`config.mk`:
```
export PLATFORM = sky130hd
export DESIGN_NAME = nau_unit
export DESIGN_NICKNAME = d
export VERILOG_FILES = /design/src/rtl/nau_pkg.sv /design/src/rtl/nau_add_if.sv /design/src/rtl/nau_adder.sv /design/src/rtl/nau_unit.sv
export VERILOG_INCLUDE_DIRS = /design/src /design/src/rtl
export SDC_FILE = /design/constraint.sdc
export NUM_CORES = 1
export LEC_CHECK = 0
export ABC_AREA = 1
export BUFFER_PORTS_ARGS = -buffer_cell sky130_fd_sc_hd__buf_2
export CELL_PAD_IN_SITES_DETAIL_PLACEMENT = 1
export CELL_PAD_IN_SITES_GLOBAL_PLACEMENT = 1
export CORE_MARGIN = 2
export CORE_UTILIZATION = 36
export DETAILED_ROUTE_END_ITERATION = 10
export GPL_ROUTABILITY_DRIVEN = 0
export PLACE_DENSITY = 0.77
export SKIP_LAST_GASP = 1
export SLEW_MARGIN = 10
export SYNTH_ARGS = -nofsm -noshare
export SYNTH_HDL_FRONTEND = slang
export SYNTH_HIERARCHICAL = 1
export SYNTH_SLANG_ARGS = --single-unit
export TNS_END_PERCENT = 20
```
`constraint.sdc`:
```
create_clock -name i_core_clk -period 2.35 [get_ports i_core_clk]
set_input_delay 0 -clock i_core_clk [delete_from_list [all_inputs] [get_ports i_core_clk]]
set_output_delay 0 -clock i_core_clk [all_outputs]
set_load 0.005 [all_outputs]
```
`src/rtl/nau_cfg.svh`:
```
// Opcode, reset value and nibble limit constants for the nibble arithmetic unit
`ifndef NAU_CFG_SVH
`define NAU_CFG_SVH
`define NAU_OP_ADD_CONST_ACC 9'h070
`define NAU_OP_ADD_CONST_ACC_MASK 9'h1f0
`define NAU_OP_ADD_MEM_ACC 9'h015
`define NAU_OP_SUB_ACC_MEM 9'h030
`define NAU_OP_INC_MEM_ACC 9'h032
`define NAU_OP_DEC_MEM_ACC 9'h007
`define NAU_OP_INC_PTR 9'h005
`define NAU_OP_DEC_PTR 9'h004
`define NAU_OP_ADD_CONST_PTR 9'h0f0
`define NAU_OP_ADD_CONST_PTR_MASK 9'h1f0
`define NAU_OP_NEGATE_ACC 9'h031
`define NAU_ACC_RST 4'h0
`define NAU_PTR_RST 4'h0
`define NAU_STATUS_RST 1'b0
`define NAU_NIB_MAX 4'hf
`endif

```
`src/rtl/nau_pkg.sv`:
```
// Types shared by the nibble arithmetic unit
package nau_pkg;
    typedef logic [3:0] nau_nib_t;
    typedef logic [8:0] nau_op_t;
    typedef enum logic [1:0] {NAU_DST_NONE, NAU_DST_ACC, NAU_DST_PTR} nau_dst_t;
endpackage

```
`src/rtl/nau_add_if.sv`:
```
// Adder operand and result bundle between decoder and adder
`timescale 1ns/1ps
`default_nettype none
interface nau_add_if;
    logic [3:0] a;
    logic [3:0] b;
    logic cin;
    logic [3:0] sum;
    logic cout;
    modport ctl (output a, output b, output cin, input sum, input cout);
    modport add (input a, input b, input cin, output sum, output cout);
endinterface
`default_nettype wire

```
`src/rtl/nau_adder.sv`:
```
// Four-bit adder with carry in and carry out
`timescale 1ns/1ps
`default_nettype none
module nau_adder
(
    nau_add_if.add bus
);
    logic [4:0] full;
    // Five-bit sum keeps carry out of bit three apart
    assign full = {1'b0, bus.a} + {1'b0, bus.b} + {4'h0, bus.cin};
    assign bus.sum = full[3:0];
    assign bus.cout = full[4];
endmodule // nau_adder
`default_nettype wire

```
`src/rtl/nau_unit.sv`:
```
// Nibble arithmetic execution path
`timescale 1ns/1ps
`default_nettype none
`include "nau_cfg.svh"
//////////////////////////////////////////////////////////////////////////////
module nau_unit
#(
    // Data path width; the nibble type fixes it at four
    parameter int NIB_W = 4,
    // Instruction word width; the opcode type fixes it at nine
    parameter int OP_W = 9
)
(
    input wire logic i_core_clk,
    input wire logic i_rst_n,
    input wire logic i_ce,
    input wire logic i_exec,
    input wire nau_pkg::nau_op_t i_opcode,
    input wire nau_pkg::nau_nib_t i_mem_nib,
    output logic [3:0] o_acc,
    output logic [3:0] o_ptr,
    output logic o_status,
    output logic o_done
);
    import nau_pkg::*;

    nau_add_if add_bus ();
    nau_nib_t acc_q;
    nau_nib_t ptr_q;
    logic status_q;
    logic done_q;
    nau_dst_t dst;
    logic force_one;
    logic known;
    nau_nib_t res_nib;

    //////////////////////////////////////////////////////////////////////////
    // Widths other than those of the package types cannot be served:
    // the data registers and the opcode and memory ports here are built from the package types
    if (NIB_W != $bits(nau_nib_t) || OP_W != $bits(nau_op_t))
    begin : g_bad_width
        $error("nau_unit: width parameters must match the nibble types");
    end

    //////////////////////////////////////////////////////////////////////////
    // Shared adder
    nau_adder u_adder
    (
        .bus(add_bus)
    );

    // Opcode group match with a mask
    function automatic logic op_in(input nau_op_t op, input nau_op_t base,
                                   input nau_op_t mask);
        op_in = (op & mask) == base;
    endfunction

    // Register write enable for one destination, frozen while ce is low
    function automatic logic writes_to(input logic ce, input logic ex,
                                       input nau_dst_t sel,
                                       input nau_dst_t want);
        writes_to = ce && ex && (sel == want);
    endfunction

    //////////////////////////////////////////////////////////////////////////
    // Result bits copied one by one; the carry out of bit three stays
    // behind here, so no data register can ever capture it
    for (genvar i = 0; i < NIB_W; i++)
    begin : g_trunc
        assign res_nib[i] = add_bus.sum[i];
    end

    //////////////////////////////////////////////////////////////////////////
    // Operand selection per opcode
    // One adder serves every opcode, so the operands, the carry in and
    // the destination are chosen here from the opcode.
    // An opcode that matches no group leaves known low, which keeps the acc, ptr and status
    // registers unchanged and drives the completion pulse low.
    always_comb
    begin
        add_bus.a = acc_q;
        add_bus.b = 4'h0;
        add_bus.cin = 1'b0;
        dst = NAU_DST_NONE;
        force_one = 1'b0;
        known = 1'b1;
        if (op_in(i_opcode, `NAU_OP_ADD_CONST_ACC, `NAU_OP_ADD_CONST_ACC_MASK))
        begin
            add_bus.b = i_opcode[3:0];
            dst = NAU_DST_ACC;
        end
        else if (op_in(i_opcode, `NAU_OP_ADD_CONST_PTR,
                       `NAU_OP_ADD_CONST_PTR_MASK))
        begin
            add_bus.a = ptr_q;
            add_bus.b = i_opcode[3:0];
            dst = NAU_DST_PTR;
            force_one = 1'b1;
        end
        else if (i_opcode == `NAU_OP_ADD_MEM_ACC)
        begin
            add_bus.b = i_mem_nib;
            dst = NAU_DST_ACC;
        end
        else if (i_opcode == `NAU_OP_SUB_ACC_MEM)
        begin
            add_bus.a = i_mem_nib;
            add_bus.b = ~acc_q;
            add_bus.cin = 1'b1;
            dst = NAU_DST_ACC;
        end
        else if (i_opcode == `NAU_OP_INC_MEM_ACC)
        begin
            add_bus.a = i_mem_nib;
            add_bus.cin = 1'b1;
            dst = NAU_DST_ACC;
        end
        else if (i_opcode == `NAU_OP_DEC_MEM_ACC)
        begin
            add_bus.a = i_mem_nib;
            add_bus.b = `NAU_NIB_MAX;
            dst = NAU_DST_ACC;
        end
        else if (i_opcode == `NAU_OP_INC_PTR)
        begin
            add_bus.a = ptr_q;
            add_bus.cin = 1'b1;
            dst = NAU_DST_PTR;
        end
        else if (i_opcode == `NAU_OP_DEC_PTR)
        begin
            add_bus.a = ptr_q;
            add_bus.b = `NAU_NIB_MAX;
            dst = NAU_DST_PTR;
        end
        else if (i_opcode == `NAU_OP_NEGATE_ACC)
        begin
            add_bus.a = ~acc_q;
            add_bus.cin = 1'b1;
            dst = NAU_DST_ACC;
        end
        else
        begin
            known = 1'b0;
        end
    end

    //////////////////////////////////////////////////////////////////////////
    // Accumulator takes the four-bit sum only
    // Pointer opcodes leave it alone, so a run of pointer steps keeps
    // the last accumulator result standing on the output
    always_ff @(posedge i_core_clk)
    begin
        if (!i_rst_n)
            acc_q <= `NAU_ACC_RST;
        else if (writes_to(i_ce, i_exec, dst, NAU_DST_ACC))
            acc_q <= res_nib;
    end

    //////////////////////////////////////////////////////////////////////////
    // Word pointer takes the four-bit sum only
    // The caller addresses RAM with this value, so it changes only on an
    // executed pointer opcode and never on an accumulator opcode
    always_ff @(posedge i_core_clk)
    begin
        if (!i_rst_n)
            ptr_q <= `NAU_PTR_RST;
        else if (writes_to(i_ce, i_exec, dst, NAU_DST_PTR))
            ptr_q <= res_nib;
    end

    //////////////////////////////////////////////////////////////////////////
    // Status gets carry out, or one for add-constant-to-pointer
    // Unknown opcodes keep the previous flag so that a stray code cannot
    // disturb a carry that a following branch still has to test
    always_ff @(posedge i_core_clk)
    begin
        if (!i_rst_n)
            status_q <= `NAU_STATUS_RST;
        else if (i_ce && i_exec && known)
            status_q <= force_one | add_bus.cout;
    end

    //////////////////////////////////////////////////////////////////////////
    // One-cycle completion pulse for a recognised opcode
    // While ce is low the pulse is held like every other register
    always_ff @(posedge i_core_clk)
    begin
        if (!i_rst_n)
            done_q <= 1'b0;
        else if (i_ce)
            done_q <= i_exec && known;
    end

    //////////////////////////////////////////////////////////////////////////
    // Outputs come straight from the registers above
    assign o_acc = acc_q;
    assign o_ptr = ptr_q;
    assign o_status = status_q;
    assign o_done = done_q;
endmodule // nau_unit
`default_nettype wire

```
==> key figures, run 1 <==
Clocking
  – CTS buffer count: 3
  – Clock transition at path regs: 0.07 ns
  – CTS Sinks: 10
  – CTS H-Tree Depth: 1
  – Max clock buf depth: 2
  – Root Driver: clkbuf_4
  – Resize count post-CTS: 0
  – Worst-Skew Late Latency: 0.26 ns
  – Postcts setup bufs: 0
  – Hold Buf Count CTS: 0
  – CTS tree: yes

Power and ir drop
  – Lkg Pwr: 0.744 nW
  – Total power: 0.422 mW
  – Pwr/cell area: 287 mW/mm2
  – Peak supply drop: 0.000239 V

Synthesis
  – Post-Syn Instances: 202
  – Synth area leaders: nand2_1 (20%), dfxtp_1 (17%), nand3_1 (9.8%)
  – Register area share after synthesis: 17.0%
  – Top-area cell type share of the netlist area: 20.1%
  – Synthesized area: 0.00118 mm2
  – Mean Syn Cell Area: 5.83 um2
  – Yosys Warn Count: 6
  – Yosys cell types: 28
  – Syn nets: 224
  – Cell taking the most area after synthesis: nand2_1
  – Flip-flop and latch count after synthesis: 10

Floorplanning
  – IO Count: 27
  – Row Count: 20
  – Die Height: 61.2 um
  – Die W: 61.2 um
  – Starting Density: 38.3%
  – Core area: 0.00308 mm2
  – Total die area: 0.00374 mm2

STA
  – Final setup violation count: 0
  – Crit path time final: 2.18 ns
  – Unrepaired setup endpoints after global routing: yes
  – Max Clk Rate: 459 MHz
  – Slew Limit Fails: 0
  – Final hold violation count: 0
  – Slew @ Worst Pin: 0.455 ns
  – Final Skew: 0.00364 ns
  – Slew HR: 69.5%
  – Setup TNS Final: 0 ns
  – Final period util: 92.6%

Global route
  – Global-route wire length before repair: 6.24 mm
  – Overflow after GRT: 0
  – Total GRT Usage: 22.0%
  – Vias in the first global route: 1,450
  – Met1 usage: 27.7%
  – Initial antenna violation count: 0
  – M3 GR Usage: 1.05%
  – Global Route met2 Usage: 40.9%
  – Largest net degree at the start of global routing: 20
  – Busiest grt layer: met2

Final layout
  – Synth-to-Final Area Change: 25.0%
  – Antenna diodes: 0
  – Nets: 263
  – Cell area after layout: 0.00147 mm2
  – Fill count: 461
  – Share of layout cells above drive strength 1: 28.7%

Critical path
  – CP required: 2.56 ns
  – Critical path type: register to register
  – Worst EP arrival: 2.38 ns
  – CP Launch Type: register
  – CP endpoint kind: register
  – CP max FO: 4

Place
  – DP Area: 0.00143 mm2
  – Hpwl dp: 3.34 mm
  – Port Buffers: 26

Route
  – Vias per cell: 4.95
  – Initial drt markers: 39
  – Final ANT Viol Nets: 0
  – Via count: 1,407
  – Drt total wl: 3.77 mm
  – WL/cell: 13.3 um
  – Number of remaining DRC errors: 0
  – Drt pass-1 iters: 4

Run status
  – Status: finished, final reports clean

Flow run
  – Max Cap Viol: 0

Min path
  – Hold Crit Class: input pin to register
-- where the power goes --
part	total [mW]	internal, mW	leakage, nW	switching (mW)
combinational	0.0921	0.0323	0.641	0.0598
clock	0.158	0.0940	0.0210	0.0644
sequential	0.172	0.170	0.0815	0.00186
-- flip-flops by register name, summed over array words and instances, names as in the netlist --
signal and flops:
o_done 1, o_acc 4, o_ptr 4, o_status 1
-- cell families after synthesis --
group	synth area share, %
AND/OR/NAND/NOR	53.6
buffers and inverters	12.1
AO/OA/AOI/OAI	9.99
flip-flops	17.0
adder cells (fa/ha/maj)	6.59
XOR/XNOR	0.744
-- final timing paths --
path | cells past startpoint | slack, ns | to | startpoint
worst max-delay path | 15 | 0.17 | o_ptr[2] | o_acc[0]
worst min-delay path | 4 | 0.003 | o_done | i_ce
worst max register to register | 15 | 0.17 | o_ptr[2] | o_acc[0]
worst min register to register | 2 | 0.47 | o_done | o_done
-- metrics by stage --
step                      util [%]  cells  setup slack (ns)  hold WS [ns]
after floorplan                  -    202             0.307         0.162
after global placement        46.4    280            0.0702         0.272
after detailed placement      46.4    280           -0.0670         0.289
after CTS                     47.6    284            0.0900       0.00340
after global routing          47.8    284           -0.0200        0.0457
final                         47.8    284             0.173       0.00262
-- metal layers --
layer,up-vias,share of wire [%]
met3,4,3.4
met5,-,0
met1,655,43
met4,0,0.80
li1,722,-
met2,26,53
-- layout make-up --
cell class / count / area [um2] / share of cell area [%]
Multi-Input combinational cell: 155 / 837 / 56.9
Tap cell: 44 / 55.1 / 3.74
Timing Repair Buffer: 36 / 205 / 13.9
Clock buffer: 4 / 36.3 / 2.47
Inverter: 35 / 134 / 9.10
Sequential cell: 10 / 204 / 13.9
-- Yosys cell counts, drive strengths merged --
cell type,instances
fa,2
ha,3
nand3,25
dfxtp,10
nor4,1
xnor2,1
nand2,70
clkinv,1
nor3,2
or2,1
a21oi,14
buf,2
nor2,26
o2111ai,4
o21ai,1
a21boi,1
inv,34
nand4,4
-- critical path: stages (launching register included) --
cell and delay, ns:
dfxtp_4 0.36, inv_1 0.07, nand2_1 0.06, nand2_1 0.08
nand2_1 0.06, nand2_1 0.06, nand3_1 0.06, nand2_1 0.10
fa_2 0.22, inv_2 0.04, fa_1 0.46, xnor2_1 0.20
inv_1 0.10, nand3_1 0.10, nand2_1 0.07, nor2_1 0.07
-- cell usage in the layout (no fill, tap or decap), drive strengths merged --
cell,Yosys,routed
nand2,70,70
inv,34,34
ha,3,3
nor3,2,2
nand4,4,4
o21ai,1,1
or2,1,1
a21oi,14,14
nor4,1,1
nand3,25,25
clkbuf,0,4
dfxtp,10,10
xnor2,1,1
buf,2,36
nor2,26,26
fa,2,2
o2111ai,4,4
a21boi,1,1
clkinv,1,1
(Power assumes the default switching activity.)
==> run 2: changes to the inputs <==
Settings changed: SETUP_SLACK_MARGIN set to 0.4.
==> run 2 against run 1 <==
- register-to-register slack better by 0.11 ns
- count of clock-buffer cells in the layout unchanged
- sequential share of layout area down 1.0 points
- wire length up 9.6%
- combinational power increased by 14%
- critical endpoint is now o_acc[1]
==> key figures, run 2 (synthesized netlist as in run 1, its figures left out) <==
Floorplanning
  – Die W: 61.2 um (unchanged)
  – IO Count: 27 (unchanged)
  – Total die area: 0.00374 mm2 (unchanged)
  – Core area: 0.00308 mm2 (unchanged)
  – Die Height: 61.2 um (unchanged)
  – Starting Density: 38.3% (unchanged)
  – Row Count: 20 (unchanged)

Power and ir drop
  – Switching share of power: 31.8% (+2.0 points)
  – Total power: 0.442 mW (+4.6%)
  – Peak supply drop: 0.000212 V (-11%)
  – Lkg Pwr: 0.782 nW (+5.1%)
  – Logic gate share of total power: 23.8% (+2.0 points)
  – Pwr/cell area: 282 mW/mm2 (-1.8%)
  – Clock Power Share: 37.0% (-0.5 points)
  – Seq pwr share: 39.1% (-1.6 points)
  – Internal power: 0.301 mW (+1.6%)
  – Switching power of the nets: 0.141 mW (+12%)

Critical path
  – Slowest CP cell: fa_2
  – CP endpoint kind: register
  – Worst EP arrival: 2.28 ns (-0.10 ns)
  – Crit path max-delay family: adder cells
  – CP Launch Type: register
  – Worst-path cell chain: inv_2, nand2_1, nand2_1, nand2_1, nand2_1, nand3_2, nand2_2, fa_2, inv_2, fa_2, inv_2, inv_2, nand3_2, nand2_1, nor2_1
  – Most used cell, CP: nand2_1
  – CP required: 2.57 ns (about the same)
  – CP bufs+invs: 4 (+1)
  – CP max FO: 4 (unchanged)
  – CP peak stage delay: 0.43 ns (-0.03 ns)
  – Critical path type: register to register

Clocking
  – CTS buffer count: 3 (unchanged)
  – CTS H-Tree Depth: 1 (unchanged)
  – Root Driver: clkbuf_4
  – Clock transition at path regs: 0.07 ns (about the same)
  – Worst-Skew Late Latency: 0.28 ns (+0.02 ns)
  – CTS tree: yes
  – Max clock buf depth: 2 (unchanged)
  – CTS Sinks: 10 (unchanged)
  – Hold Buf Count CTS: 0 (unchanged)

STA
  – Crit path time final: 2.06 ns (-0.113 ns)
  – Setup TNS Final: 0 ns (unchanged)
  – Slew Limit Fails: 0 (unchanged)
  – Final hold violation count: 0 (unchanged)
  – Final period util: 87.8% (-4.8 points)
  – Final setup violation count: 0 (unchanged)
  – Max Clk Rate: 484 MHz (+5.5%)
  – Slew @ Worst Pin: 0.508 ns (+0.0531 ns)
  – Final Skew: 0.00225 ns (-0.00139 ns)
  – Unrepaired setup endpoints after global routing: yes
  – Slew HR: 65.9% (-3.6 points)

Final layout
  – Cell area after layout: 0.00157 mm2 (+6.5%)
  – Most frequent cells in the layout: nand2_1 (60), buf_2 (26), inv_1 (22)
  – Synth-to-Final Area Change: 33.0%
  – Commonest non-fill, non-tap cell in the layout: nand2_1
  – Antenna diodes: 0 (unchanged)
  – Fill count: 461 (unchanged)
  – Share of layout cells above drive strength 1: 35.5% (+6.8 points)
  – Nets: 265 (+0.76%)

Route
  – Initial drt markers: 54 (+38%)
  – Drt total wl: 4.14 mm (+9.6%)
  – Vias per cell: 5.01 (+1.1%)
  – Final ANT Viol Nets: 0 (unchanged)
  – Drt pass-1 iters: 4 (unchanged)
  – WL/cell: 14.5 um (+8.9%)
  – Via count: 1,432 (+1.8%)
  – Number of remaining DRC errors: 0 (unchanged)

Global route
  – Vias in the first global route: 1,385 (-4.5%)
  – Total GRT Usage: 23.2% (+1.2 points)
  – Initial antenna violation count: 0 (unchanged)
  – Overflow after GRT: 0 (unchanged)
  – Largest net degree at the start of global routing: 20 (unchanged)
  – Global-route wire length before repair: 6.58 mm (+5.4%)

Min path
  – Hold Crit Class: input pin to register

Run status
  – Status: finished, final reports clean

Place
  – Hpwl dp: 3.33 mm (-0.34%)
  – Port Buffers: 26 (unchanged)
  – DP Area: 0.00142 mm2 (-0.79%)

Flow run
  – Max Cap Viol: 0 (unchanged)
-- run 2: final timing paths --
kind	slack (ns)	start	depth (start not counted)	to
worst max-delay path	0.29	o_acc[0]	15	o_acc[1]
worst min-delay path	0.009	i_ce	4	o_done
worst max register to register	0.29	o_acc[0]	15	o_acc[1]
worst min register to register	0.48	o_done	2	o_done
-- run 2: cell type report --
| type | instances | area [um2] | area share (%) |
|---|---|---|---|
| inverters | 35 | 134 | 8.55 |
| clock buffers | 4 | 36.3 | 2.32 |
| flip-flops and latches | 10 | 201 | 12.9 |
| multi-input cells | 155 | 920 | 58.7 |
| repair buffers | 38 | 220 | 14.1 |
| well taps | 44 | 55.1 | 3.51 |
-- run 2: metal layers --
layer	global-route usage [%]	part of all wire [%]	wire [um]
met2	40.0	49	2010
met3	3.15	3.6	149
met5	0	0	0
met4	2.80	0.48	20
met1	31.9	47	1960
-- run 2: worst min-delay path, stage by stage --
cell	delay, ns
buf_2	0.09
inv_1	0.04
nand2_1	0.05
a21boi_1	0.06
-- run 2: repair_timing --
item                                    CTS  global route
pin swaps                                 2            12
gates cloned                              0             0
endpoints found under the setup margin    6             7
resized for setup                         2            15
buffers inserted                          1             6
-- run 2: power by group through the flow --
stage	logic (mW)	clock network, mW	registers [mW]
finish	0.105	0.164	0.173
global route	0.116	0.173	0.173
detailed placement	0.0943	0	0.177
CTS	0.0955	0.165	0.173
floorplan	0.0572	0	0.177
global placement	0.0908	0	0.177
-- run 2: metrics by stage --
step | worst slack (ns) | std cells | hold slack (ns) | utilization, %
finish | 0.286 | 286 | 0.00894 | 50.9
global route | 0.136 | 286 | 0.0184 | 50.9
CTS | 0.349 | 280 | 0.00878 | 47.7
detailed placement | 0.0294 | 275 | 0.287 | 46.1
global placement | 0.0897 | 275 | 0.264 | 46.1
floorplan | 0.407 | 202 | 0.162 | -
==> run 3: changes to the inputs <==
Settings changed: CORE_UTILIZATION 36 to 37, CTS_BUF_LIST set to sky130_fd_sc_hd__clkbuf_4 sky130_fd_sc_hd__clkbuf_8, PLACE_DENSITY 0.77 to 0.79.
==> run 3 against run 2 <==
- critical endpoint is now o_ptr[1]
- register-to-register slack better by 0.07 ns
- cell count is 1.7% lower
- combinational power is 8% lower
- critical path type unchanged
- sequential share of layout area is 0.76 points higher
- sequential power hardly changed
- die area is 2.5% lower
- highest routed layer unchanged
- wire length is 7.0% lower
- power is 12% lower
- clock power is 27% lower
==> key figures, run 3 (synthesized netlist as in run 1, its figures left out) <==
Place
  – Hpwl dp: 3.27 mm (-1.8%)
  – Port Buffers: 26 (unchanged)
  – DP Area: 0.00144 mm2 (+1.6%)
  – Setup Slack @ Placement: 0.0842 ns (+0.0548 ns)

Clocking
  – Root Driver: clkbuf_4
  – Clock transition at path regs: 0.07 ns (about the same)
  – CTS buffer count: 3 (unchanged)
  – CTS tree: yes
  – Worst-Skew Late Latency: 0.27 ns (about the same)
  – CTS Sinks: 10 (unchanged)
  – Hold Buf Count CTS: 0 (unchanged)
  – Max clock buf depth: 2 (unchanged)
  – CTS H-Tree Depth: 1 (unchanged)

Floorplanning
  – Row Count: 20 (unchanged)
  – Starting Density: 38.9% (+0.63 points)
  – Die W: 60.4 um (-1.3%)
  – Die Height: 60.4 um (-1.3%)
  – IO Count: 27 (unchanged)
  – Total die area: 0.00365 mm2 (-2.5%)
  – Core area: 0.00303 mm2 (-1.6%)

Power and ir drop
  – Lkg Pwr: 0.740 nW (-5.3%)
  – Peak supply drop: 0.000307 V (+45%)
  – Pwr/cell area: 263 mW/mm2 (-6.7%)

Final layout
  – Synth-to-Final Area Change: 25.6%
  – Most frequent cells in the layout: nand2_1 (62), buf_2 (26), inv_1 (25)
  – Nets: 261 (-1.5%)
  – Antenna diodes: 0 (unchanged)
  – Commonest non-fill, non-tap cell in the layout: nand2_1
  – Cell area after layout: 0.00148 mm2 (-5.6%)
  – Share of layout cells above drive strength 1: 30.4% (-5.2 points)

STA
  – Final period util: 84.9% (-2.9 points)
  – Final setup violation count: 0 (unchanged)
  – Final hold violation count: 0 (unchanged)
  – Slew Limit Fails: 0 (unchanged)
  – Crit path time final: 2.00 ns (-0.0680 ns)
  – Setup TNS Final: 0 ns (unchanged)
  – Max Clk Rate: 501 MHz (+3.4%)
  – Worst setup margin: 0.354 ns (+0.0680 ns)
  – Slew @ Worst Pin: 0.476 ns (-0.0326 ns)
  – Unrepaired setup endpoints after global routing: yes
  – Slew HR: 68.1% (+2.2 points)
  – Final Skew: 0.00277 ns (+0.000520 ns)

Critical path
  – CP bufs+invs: 4 (unchanged)
  – Crit path max-delay family: adder cells
  – Worst EP arrival: 2.20 ns (-0.08 ns)
  – Critical R2R Launch: o_acc[0]
  – CP required: 2.56 ns (about the same)
  – Worst-path cell chain: inv_1, nand2_1, nand2_1, nand2_1, nand2_1, nand3_1, nand2_1, fa_2, inv_2, fa_2, inv_1, inv_1, nand3_1, nand2_1, nor2_1
  – Slowest CP cell: fa_2
  – CP peak stage delay: 0.41 ns (-0.02 ns)
  – Most used cell, CP: nand2_1
  – CP Launch Type: register
  – CP endpoint kind: register
  – CP max FO: 4 (unchanged)
  – Critical Path Start: o_acc[0]
  – Critical path type: register to register

Route
  – Final ANT Viol Nets: 0 (unchanged)
  – Number of remaining DRC errors: 0 (unchanged)
  – WL/cell: 13.7 um (-5.3%)
  – Vias per cell: 4.97 (-0.78%)
  – Drt total wl: 3.85 mm (-7.0%)
  – Initial drt markers: 33 (-39%)
  – Drt pass-1 iters: 4 (unchanged)
  – Via count: 1,396 (-2.5%)

Run status
  – Status: finished, final reports clean

Global route
  – Vias in the first global route: 1,402 (+1.2%)
  – Busiest grt layer: met2
  – Overflow after GRT: 0 (unchanged)
  – Global Route met2 Usage: 40.4% (+0.40 points)
  – Global-route wire length before repair: 6.19 mm (-6.0%)
  – Met1 usage: 29.5% (-2.3 points)
  – Largest net degree at the start of global routing: 20 (unchanged)
  – Initial antenna violation count: 0 (unchanged)
  – Total GRT Usage: 22.6% (-0.66 points)
  – M3 GR Usage: 3.84% (+0.69 points)

Min path
  – Hold Startpoint: i_ce
  – Hold Crit Class: input pin to register

Flow run
  – Max Cap Viol: 0 (unchanged)
==> run 3: worst paths after layout <==
| check | to | slack (ns) | depth (start not counted) |
|---|---|---|---|
| setup / recovery | o_ptr[1] | 0.35 | 15 |
| hold / removal | o_done | 0.009 | 4 |
| setup reg to reg | o_ptr[1] | 0.35 | 15 |
| hold reg to reg | o_done | 0.47 | 2 |
==> run 3: cell type report <==
| type | count | area (um2) |
|---|---|---|
| clock buffers | 3 | 22.5 |
| well taps | 44 | 55.1 |
| inverters | 35 | 134 |
| fillers | 438 | 1550 |
| repair buffers | 34 | 190 |
| flip-flops and latches | 10 | 201 |
| multi-input cells | 155 | 876 |
==> run 3: power by group <==
| part | internal, mW | total (mW) | switching [mW] |
|---|---|---|---|
| sequential | 0.171 | 0.173 | 0.00181 |
| combinational | 0.0324 | 0.0965 | 0.0641 |
| clock | 0.0592 | 0.120 | 0.0603 |
==> run 3: timing repair <==
item	4_1_cts	5_1_grt
endpoints found under the setup margin	6	7
buffers inserted	0	0
gates resized for setup	1	3
pin swaps	0	1
==> run 3: layer usage <==
metal	vias to the layer above	part of all wire (%)
li1	713	-
met1	660	47
met2	21	50
met3	2	2.9
met4	0	0.34
met5	-	0
==> run 3: tightest hold or removal path, cell delays in order <==
cell	delay, ns
buf_2	0.09
inv_1	0.03
nand2_1	0.05
a21boi_1	0.05
==> run 3: through the flow <==
step	std cells	hold WS, ns	util [%]	power (mW)
floorplan	202	0.162	-	0.234
CTS	281	0.0111	48.3	0.389
finish	281	0.00867	48.8	0.389
global placement	278	0.262	47.6	0.267
global route	281	0.00341	48.8	0.414
detailed placement	278	0.298	47.6	0.272
